==> config.mk <==
export PLATFORM = sky130hd
export DESIGN_NAME = car_core
export DESIGN_NICKNAME = d
export VERILOG_FILES = /design/src/core/car_pkg.sv /design/src/core/car_filter_match.sv /design/src/core/car_core.sv
export VERILOG_INCLUDE_DIRS = /design/src /design/src/core
export SDC_FILE = /design/constraint.sdc
export NUM_CORES = 2
export LEC_CHECK = 0
export ABC_AREA = 1
export CAP_MARGIN = 5
export CORE_ASPECT_RATIO = 0.75
export CORE_MARGIN = 5
export CORE_UTILIZATION = 29
export DETAILED_ROUTE_END_ITERATION = 8
export DONT_BUFFER_PORTS = 1
export GPL_TIMING_DRIVEN = 0
export SLEW_MARGIN = 40
export SYNTH_ARGS = -nofsm -noshare
export SYNTH_HDL_FRONTEND = slang
export SYNTH_SLANG_ARGS = --single-unit
==> constraint.sdc <==
create_clock -name clock -period 87.4 [get_ports clock]
set_input_delay 26.22 -clock clock [delete_from_list [all_inputs] [get_ports clock]]
set_output_delay 26.22 -clock clock [all_outputs]
set_load 0.03 [all_outputs]
==> src/core/car_defines.svh <==
// Register offsets, field positions and sizes of the abort/remote/filter block
`ifndef CAR_DEFINES_SVH
`define CAR_DEFINES_SVH
`define CAR_OFS_CTRL     8'h00
`define CAR_OFS_FEN      8'h04
`define CAR_OFS_MSID     8'h08
`define CAR_OFS_MEID     8'h0c
`define CAR_OFS_STAT     8'h10
`define CAR_OFS_TXB      8'h20
`define CAR_OFS_PTR      8'h40
`define CAR_OFS_FSID     8'h80
`define CAR_OFS_FEID     8'hc0
`define CAR_BIT_ABORT    12
`define CAR_BIT_TXSEL    7
`define CAR_BIT_BUFFER_SEND_REQUEST    3
`define CAR_BIT_AUTO_REMOTE_REPLY_FLAG    2
`define CAR_NUM_FILT     16
`define CAR_NUM_TXB      8
`define CAR_PTR_FIFO     4'hf
`define CAR_REC_SHIFT    3
`define CAR_RST_FEN      16'h0000
`endif

==> src/core/car_pkg.sv <==
// Types shared by the abort/remote/filter block
package car_pkg;
    typedef struct packed {
        logic [10:0] sid;
        logic [17:0] eid;
        logic        ide;
        logic        rtr;
    } car_frame_t;

    typedef struct packed {
        logic [1:0] pri;
        logic       txsel;
        logic       auto_remote_reply_flag;
        logic       req;
    } car_txbuf_t;

    typedef enum logic [1:0] {RX_IDLE, RX_CMP, RX_DMA} car_rx_state_t;

    typedef struct packed {
        logic                    ack;
        logic [31:0]             rdat;
        logic                    abort;
        logic [15:0]             fen;
        logic [10:0]             msid;
        logic [17:0]             meid;
        logic [15:0][10:0]       fsid;
        logic [15:0][17:0]       feid;
        logic [15:0][3:0]        fptr;
        car_txbuf_t [7:0]        txb;
        logic                    busy;
        logic [2:0]              busy_buf;
        logic                    txv;
        logic [2:0]              txbuf;
        car_frame_t              asm_fr;
        car_rx_state_t           rxst;
        logic                    dreq;
        logic [3:0]              dbuf;
        logic [3:0]              dhit;
        logic                    ovr;
    } car_state_t;
endpackage

==> src/core/car_filter_match.sv <==
// Compares an assembled identifier against all acceptance filters
`timescale 1ns/1ps
`default_nettype none
`include "car_defines.svh"
module car_filter_match (
    input  wire car_pkg::car_frame_t fr,
    input  wire logic [15:0]         fen,
    input  wire logic [10:0]         msid,
    input  wire logic [17:0]         meid,
    input  wire logic [15:0][10:0]   fsid,
    input  wire logic [15:0][17:0]   feid,
    output logic                     hit,
    output logic [3:0]               idx
);
    import car_pkg::*;

    // Zero mask bits always match
    function automatic logic bits_ok(input logic [17:0] m, input logic [17:0] f,
                                     input logic [17:0] x);
        return ((m & (f ^ x)) == 18'h00000);
    endfunction

    always_comb begin
        logic ok;
        ok  = 1'b0;
        hit = 1'b0;
        idx = 4'h0;
        for (int i = `CAR_NUM_FILT - 1; i >= 0; i--) begin
            ok = bits_ok({7'h00, msid}, {7'h00, fsid[i]}, {7'h00, fr.sid}) &&
                 (!fr.ide || bits_ok(meid, feid[i], fr.eid));
            if (ok && fen[i]) begin
                hit = 1'b1;
                idx = 4'(i);
            end
        end
    end
endmodule
`default_nettype wire

==> src/core/car_core.sv <==
// Transmit abort, auto remote reply and receive acceptance filtering
//
// Overview of operation
// - Abort-all cancels every pending send request
// - Software clearing send request drops that buffer
// - Frames already on the bus still complete
// - Remote frame: RTR recessive, zero data length
// - Remote frames in standard and extended format
// - Only buffers 0-7 answer remote requests
// - Transmit-buffer pointer only serves remote replies
// - Matched remote frame sets buffer send request
// - Standard and extended frames moved automatically
// - Received record is eight words, transmit layout
// - Frame assembled, then checked against 16 filters
// - Compare 11-bit, plus 18-bit when extended
// - Full match raises DMA transfer request
// - Per-filter enable bit at filter index
// - Each filter has standard and extended registers
// - Successful transmission clears send request
// - Zero mask bit always matches
// - Pointer 0-14 selects buffer, 15 the FIFO
//
// Decided for this implementation: the Wishbone interface to the registers and the address map.
`timescale 1ns/1ps
`default_nettype none
`include "car_defines.svh"
module car_core (
    input  wire logic                clock,
    input  wire logic                sys_rst,
    input  wire logic                wb_cyc_i,
    input  wire logic                wb_stb_i,
    input  wire logic                wb_we_i,
    input  wire logic [7:0]          wb_adr_i,
    input  wire logic [3:0]          wb_sel_i,
    input  wire logic [31:0]         wb_dat_i,
    output logic [31:0]              wb_dat_o,
    output logic                     wb_ack_o,
    input  wire logic                rx_valid,
    input  wire car_pkg::car_frame_t rx_frame,
    input  wire logic                tx_start,
    input  wire logic [2:0]          tx_start_buf,
    input  wire logic                tx_done,
    output logic                     tx_req_valid,
    output logic [2:0]               tx_req_buf,
    output logic                     dma_req,
    output logic [3:0]               dma_buf,
    output logic [3:0]               dma_hit,
    output logic [6:0]               dma_addr,
    input  wire logic                dma_ack
);
    import car_pkg::*;

    car_state_t q;
    car_state_t d;
    logic       hit;
    logic [3:0] idx;
    logic [3:0] ptr;
    logic       to_txb;
    logic       auto_rep;
    logic       bus_req;

    // Highest user priority wins, higher index breaks ties
    function automatic logic [3:0] pick(input car_txbuf_t [7:0] b);
        logic [3:0] r;
        logic [1:0] bp;
        r  = 4'h0;
        bp = 2'h0;
        for (int i = 0; i < `CAR_NUM_TXB; i++) begin
            if (b[i].req && b[i].txsel && (!r[3] || b[i].pri >= bp)) begin
                r  = {1'b1, 3'(i)};
                bp = b[i].pri;
            end
        end
        return r;
    endfunction

    function automatic logic [31:0] txb_word(input car_txbuf_t b);
        logic [31:0] w;
        w = 32'h00000000;
        w[1:0] = b.pri;
        w[`CAR_BIT_TXSEL] = b.txsel;
        w[`CAR_BIT_AUTO_REMOTE_REPLY_FLAG] = b.auto_remote_reply_flag;
        w[`CAR_BIT_BUFFER_SEND_REQUEST] = b.req;
        return w;
    endfunction

    car_filter_match u_match (
        .fr   (q.asm_fr),
        .fen  (q.fen),
        .msid (q.msid),
        .meid (q.meid),
        .fsid (q.fsid),
        .feid (q.feid),
        .hit  (hit),
        .idx  (idx)
    );

    assign ptr      = q.fptr[idx];
    // Low pointers on tx-selected buffers reply only
    assign to_txb   = !ptr[3] && q.txb[ptr[2:0]].txsel;
    assign auto_rep = to_txb && q.asm_fr.rtr && q.txb[ptr[2:0]].auto_remote_reply_flag;
    assign bus_req  = wb_cyc_i && wb_stb_i && !q.ack;

    always_comb begin
        logic [7:0] a;
        a   = wb_adr_i;
        d   = q;
        d.ack = bus_req;
        // Register reads, unmapped offsets read zero
        if (bus_req && !wb_we_i) begin
            d.rdat = 32'h00000000;
            if (a == `CAR_OFS_CTRL)
                d.rdat[`CAR_BIT_ABORT] = q.abort;
            else if (a == `CAR_OFS_FEN)
                d.rdat[15:0] = q.fen;
            else if (a == `CAR_OFS_MSID)
                d.rdat[10:0] = q.msid;
            else if (a == `CAR_OFS_MEID)
                d.rdat[17:0] = q.meid;
            else if (a == `CAR_OFS_STAT)
                d.rdat[13:0] = {q.ovr, q.dreq, q.busy, q.busy_buf,
                                q.txv, q.txbuf, q.rxst, 2'b00};
            else if (a[7:5] == 3'b001 && a[1:0] == 2'b00)
                d.rdat = txb_word(q.txb[a[4:2]]);
            else if (a[7:4] == 4'h4 && a[1:0] == 2'b00)
                d.rdat[15:0] = q.fptr[a[3:2]*4 +: 4];
            else if (a[7:6] == 2'b10 && a[1:0] == 2'b00)
                d.rdat[10:0] = q.fsid[a[5:2]];
            else if (a[7:6] == 2'b11 && a[1:0] == 2'b00)
                d.rdat[17:0] = q.feid[a[5:2]];
        end
        // Register writes, low three lanes carry all fields
        if (bus_req && wb_we_i && wb_sel_i[0] && a[1:0] == 2'b00) begin
            if (a == `CAR_OFS_CTRL && wb_sel_i[1])
                d.abort = d.abort | wb_dat_i[`CAR_BIT_ABORT];
            else if (a == `CAR_OFS_FEN && wb_sel_i[1])
                d.fen = wb_dat_i[15:0];
            else if (a == `CAR_OFS_MSID && wb_sel_i[1])
                d.msid = wb_dat_i[10:0];
            else if (a == `CAR_OFS_MEID && wb_sel_i[2:1] == 2'b11)
                d.meid = wb_dat_i[17:0];
            else if (a == `CAR_OFS_STAT)
                d.ovr = d.ovr & !wb_dat_i[13];
            else if (a[7:5] == 3'b001) begin
                d.txb[a[4:2]].pri   = wb_dat_i[1:0];
                d.txb[a[4:2]].txsel = wb_dat_i[`CAR_BIT_TXSEL];
                d.txb[a[4:2]].auto_remote_reply_flag = wb_dat_i[`CAR_BIT_AUTO_REMOTE_REPLY_FLAG];
                // Clear ignored for the frame on the bus
                if (!(q.busy && q.busy_buf == a[4:2]) ||
                    wb_dat_i[`CAR_BIT_BUFFER_SEND_REQUEST])
                    d.txb[a[4:2]].req = wb_dat_i[`CAR_BIT_BUFFER_SEND_REQUEST];
            end else if (a[7:4] == 4'h4 && wb_sel_i[1])
                d.fptr[a[3:2]*4 +: 4] = wb_dat_i[15:0];
            // Standard and extended match values per filter
            else if (a[7:6] == 2'b10 && wb_sel_i[1])
                d.fsid[a[5:2]] = wb_dat_i[10:0];
            else if (a[7:6] == 2'b11 && wb_sel_i[2:1] == 2'b11)
                d.feid[a[5:2]] = wb_dat_i[17:0];
        end
        // Abort all except the frame in flight
        if (q.abort) begin
            for (int i = 0; i < `CAR_NUM_TXB; i++)
                if (!(q.busy && q.busy_buf == 3'(i)))
                    d.txb[i].req = 1'b0;
            if (!q.busy)
                d.abort = 1'b0;
        end
        // Engine starts only a buffer still pending after this cycle's edits
        if (tx_start && !q.busy && d.txb[tx_start_buf].req) begin
            d.busy     = 1'b1;
            d.busy_buf = tx_start_buf;
        end
        if (tx_done && q.busy) begin
            d.busy = 1'b0;
            d.txb[q.busy_buf].req = 1'b0;
        end
        unique case (q.rxst)
            RX_IDLE: begin
                if (rx_valid) begin
                    d.asm_fr = rx_frame;
                    d.rxst   = RX_CMP;
                end
            end
            RX_CMP: begin
                d.rxst = RX_IDLE;
                if (hit && auto_rep)
                    // Queue stored data frame, set wins
                    d.txb[ptr[2:0]].req = 1'b1;
                else if (hit && !to_txb) begin
                    d.dreq = 1'b1;
                    d.dbuf = ptr;
                    d.dhit = idx;
                    d.rxst = RX_DMA;
                end
            end
            RX_DMA: begin
                if (dma_ack) begin
                    d.dreq = 1'b0;
                    d.rxst = RX_IDLE;
                end
            end
            default: d.rxst = RX_IDLE;
        endcase
        if (rx_valid && q.rxst != RX_IDLE)
            d.ovr = 1'b1;
        // Replies and software requests share one selection
        {d.txv, d.txbuf} = pick(d.txb);
    end

    always_ff @(posedge clock or posedge sys_rst) begin
        if (sys_rst) begin
            q      <= '0;
            q.fen  <= `CAR_RST_FEN;
            q.rxst <= RX_IDLE;
        end else begin
            q <= d;
        end
    end

    assign wb_dat_o     = q.rdat;
    assign wb_ack_o     = q.ack;
    assign tx_req_valid = q.txv;
    assign tx_req_buf   = q.txbuf;
    assign dma_req      = q.dreq;
    assign dma_buf      = q.dbuf;
    assign dma_hit      = q.dhit;
    assign dma_addr     = {q.dbuf, 3'b000};

    logic [7:0] req_vec;
    always_comb
        for (int i = 0; i < `CAR_NUM_TXB; i++)
            req_vec[i] = q.txb[i].req;
endmodule
`default_nettype wire

After elaboration in Yosys (flattened, before gate mapping)
Index checks and enable logic that the tools add are counted.
Widths: inputs -> output; s select.
{ "word_totals": {"register_bits": 698, "in_bits": 87, "out_inout_bits": 53, "word_cells": 570} }
{ "op_classes": {"add_sub_neg": 1, "n_lt_le_gt_ge": 17, "n_eq_ne": 27, "shifts": 9, "mux": 165, "bitwise_logic": 75, "n_reduce_logical": 177} }
{ "ops": {"columns": ["op", "n"], "rows": [
  ["$mux 568", 2],
  ["$mux 614", 1],
  ["$mux 613", 1],
  ["$mux 597", 1],
  ["$mux 586", 1],
  ["$logic_not 18->1", 32],
  ["$mux 288", 2],
  ["$mux 528", 1],
  ["$mux 464", 1],
  ["$mux 18", 17],
  ["$and 11x18->18", 16],
  ["$and 18x18->18", 16],
  ["$bwmux 288", 1],
  ["$xor 18x18->18", 16],
  ["$bwmux 40", 6],
  ["$bwmux 176", 1],
  ["$mux 176", 1],
  ["$xor 11x11->11", 16],
  ["$mux 40", 4],
  ["$shiftx 4x34->16", 4],
  ["$mux 4", 27],
  ["$demux 5 s3", 6],
  ["$logic_and 1x1->1", 86],
  ["$mux 11", 7],
  ["58 further kinds", 205]
]} }

Longest topological paths before layout
{ "depth": {"ltp_word": 62, "ltp_mapped": 102, "depth_no_buf": 99} }

By module
Synthesis repeated with hierarchy kept, for this count alone.
{ "hier_totals": {"cells_unflattened": 5267, "area_unflattened_um2": 39754.4} }
{ "by_module_without_submodules": {"columns": ["module", "n_inst", "cells_per_inst", "area_per_inst_um2", "seq_area_each_um2"], "rows": [
  ["car_core", 1, 3752, 31771.7, 17116.4],
  ["car_filter_match", 1, 1515, 7982.7, 0.0]
]} }

Worst setup path after synthesis
No wires, ideal clock.
{ "synth_timing": {"path_kind": "input port to flip-flop", "from": "input wb_adr_i[5]", "to": "register q (netlist bit tx_req_buf[1])", "setup_time_ps": 127, "arrival_time_ps": 33470, "required_time_ps": 87273, "slack_ps": 53803, "path_stages": 67, "path_buffers": 1, "cell_sequence": "clkbuf_1 > nor2_1 > inv_1 > nor2_1 > nand2_1 > nor2_1 > nor2_1 > nand2_1 > nor2_1 > inv_1 > o21ai_0 > nand2_2 > nor2_2 > ha_1 > inv_1 > nand2_1 > a21oi_1 > nand3_1 > (+31 left out) > o21ai_1 > nand2_2 > nand3_2 > and2_1 > ha_1 > o21ai_0 > nand3b_1 > nand2_1 > inv_1 > nand2_1 > nand2_1 > ha_1 > inv_1 > nand2_1 > a21oi_1 > nand2_1 > nand3_2 > nand3_1"} }
{ "synth_lines": {"columns": ["item", "line_no", "rtl"], "rows": [
  ["start: declaration", "car_core.sv:33", "input wire logic [7:0] wb_adr_i,"],
  ["end: declaration", "car_core.sv:53", "car_state_t q;"]
]} }

==> impl_metrics.py <==
metrics = {
    "setup_path": {
        "path_max_fanout": 10,
        "crit_type": "in -> reg",
        "cp-start-kind": "input pin",
        "crit_path_end_kind": "flop",
        "worstPathRequired_ns": 87.99,
        "critPathMostFrequentCell": "nand2_1",
        "slowest_delay_ns": 0.64,
        "worst_path_max_delay_cell": "clkinv_2",
        "arrival_ns": 35.59,
    },
    "global_route": {
        "grt_use_total_pct": 31.6,
        "grt-ovfl-total": 0,
        "grt_pass1_wl_um": 320000,
        "grt_use_met3_pct": 14.6,
        "gr-usage-met1_pct": 45.7,
        "antenna_found_initial": 29,
        "grt-busiest-layer": "met1",
        "gr-usage-met2_pct": 39.8,
        "grt_max_degree": 77,
        "grt_pass1_vias": 38400,
    },
    "sta": {
        "maxSlewHeadroom_pct": 31.2,
        "hold_ws_ns": 0.483,
        "rsz0062_at_grt": "false",
        "hold_viol": 0,
        "fmax_mhz": 28.6,
        "period_needed_ns": 34.99,
        "fin_skew_ns": 0.0487,
        "worst_slack_ns": 52.41,
        "worst_pin_slew_ns": 1.03,
        "slew_viol_final": 0,
        "setup_viol_count_final": 0,
        "tns_ns": 0,
        "timing.final.crit_share_pct": 40.0,
    },
    "final_layout": {
        "synthToLayoutAreaGrowth_pct": 15.3,
        "nNetsFinal": 5581,
        "fillers": 14600,
        "multi_input_area_um2": 19400,
        "drive_above_1_share_pct": 9.88,
        "regArea_um2": 17100,
    },
    "pwr": {
        "seqPwrFrac_pct": 40.8,
        "swShare_pct": 31.8,
        "power_uw": 812,
        "clockPowerShare_pct": 43.3,
        "switchingPower_uw": 258,
        "power.share.combinational_pct": 15.9,
        "vdd_drop_max_uv": 11.7,
        "p_int_uw": 554,
        "p_leak_nw": 19.8,
        "p_per_area_nw_per_um2": 17.7,
    },
    "clocking": {
        "ctsResizeCount": 0,
        "clock_sinks": 684,
        "cts_buffer_depth": 3,
        "postCtsSetupBuffers": 0,
        "clk_latency_ns": 0.72,
        "path_clk_slew_ns": 0.06,
        "cts_root_buffer": "clkbuf_16",
        "cts_tree": "yes",
        "numCtsBuffers": 78,
        "hold_buffers": 0,
        "h-tree-depth": 3,
    },
    "place": {
        "port-buffer-count": 0,
        "finalWeightedCongestion": 1.07,
        "post-place-ws_ns": 51.90,
        "place_hpwl_um": 185000,
    },
    "die": {
        "io_pins": 140,
        "dieArea_um2": 145000,
        "die_w_um": 438,
        "fp-row-count": 117,
        "start_util_pct": 29.2,
        "core_um2": 136000,
        "die_h_um": 331,
    },
    "synth": {
        "synth_area_leaders": "dfrtp_1 43%, nand2_1 13%, o21ai_0 11%",
        "synth_edf_count": 0,
        "netlist_area_um2": 39800,
        "ys_types": 69,
        "synth_top_area_share_pct": 43.0,
        "synth-seq-cells": 684,
        "synth_most_common_cell": "nand2_1",
        "synth_top_cells_by_count": "1393 x nand2_1, 902 x o21ai_0, 684 x dfrtp_1, 325 x inv_1, 315 x nand3_1",
        "yosysWarnings": 0,
        "ys.flop_type": "dfrtp_1",
        "syn_area_per_cell_um2": 7.46,
        "synthCells": 5332,
        "synth_top_cell_by_area": "dfrtp_1",
        "async_flop_share_pct": 100,
        "yosysSeqAreaShare_pct": 43.0,
    },
    "drt": {
        "drtPass1Iterations": 7,
        "drc_errors": 0,
        "routed_wl_um": 237000,
        "vias": 44100,
        "wl_per_cell_um": 32.3,
        "drtIter0Drc": 8104,
        "viasPerCell": 6.00,
        "drtAntennaViolNets": 0,
    },
    "hold_path": {
        "min_path_type": "reg -> reg",
    },
    "job": {
        "drv_cap": 0,
    },
    "outcome": {
        "outcome": "finished clean",
    },
}
## worst max-delay path: cells and delay by family
kind	cells	cell delay, ns
simple gates	37	4.04
fa+ha+maj	7	1.77
compound gates	9	1.54
buf+inv	12	1.97
## power by group through the flow
stage,clock (mW),combinational [mW],sequential (mW)
2_1_floorplan,0,0.0767,0.333
3_3_place_gp,0,0.118,0.338
3_5_place_dp,0,0.123,0.337
4_1_cts,0.352,0.124,0.331
5_1_grt,0.364,0.136,0.331
6_report,0.351,0.130,0.331
## through the flow
step / area [um2] / instances / util (%)
after CTS: 45800 / 7320 / 33.7
after floorplan: 39800 / 5348 / -
after global placement: 42100 / 7133 / 30.9
final: 45900 / 7339 / 33.7
after global routing: 45800 / 7322 / 33.7
after detailed placement: 43200 / 7180 / 31.8
## final timing paths
path | start | to | slack, ns | cells after the start
max reg2reg | q[16]$_DFFE_PP0P_ | tx_req_buf[2]$_DFF_PP0_ | 75.12 | 90
min in group asynchronous | sys_rst | asynchronous set/reset pin | 25.42 | 1
min reg2reg | flop | flop | 0.48 | 2
max | wb_adr_i[5] | tx_req_buf[2]$_DFF_PP0_ | 52.41 | 65
min | flop | flop | 0.48 | 2
max in group asynchronous | sys_rst | asynchronous set/reset pin | 60.35 | 4
## cell type report
type / count / area share (%)
multi-input cells: 3878 / 42.4
flip-flops and latches: 684 / 37.3
well taps: 1785 / 4.87
plain buffers: 428 / 4.74
clock buffers: 104 / 4.73
inverters: 358 / 2.95
repair buffers: 47 / 2.06
clock inverters: 36 / 0.875
diodes: 19 / 0.104
## cell usage in the layout, fill, tap and decap left out, types with 19 or more instances in the layout
master     instances
nand2_1         1390
o21ai_0          897
dfrtp_1          684
inv_1            322
nand3_1          315
a21oi_1          283
nor2_1           223
clkbuf_1         204
o22ai_1           90
buf_2             80
clkbuf_16         79
nand4_1           78
buf_4             78
clkbuf_2          69
o2111ai_1         54
a221oi_1          50
o211ai_1          36
xnor2_1           36
or2_2             34
xor2_1            31
nor3_1            30
a22oi_1           30
buf_16            28
inv_2             27
nand2_2           24
o21ai_1           21
o21a_1            21
diode_2           19
clkinv_2          19
ha_1              19
## cell families after synthesis
logic type | Yosys count | synth area share [%]
XOR/XNOR | 68 | 1.50
multiplexers | 1 | 0.0252
AND/OR/NAND/NOR | 2186 | 23.4
adder cells (fa/ha/maj) | 19 | 0.598
AO/OA/AOI/OAI | 1587 | 22.8
buffers and inverters | 786 | 8.59
other | 1 | 0.00943
flip-flops | 684 | 43.0
## layer usage
metal	vias up	routed length, um
li1	18400	-
met1	21600	100000
met2	3503	86700
met3	536	39300
met4	8	11100
met5	-	64
Power figures use the tool's default switching activity.
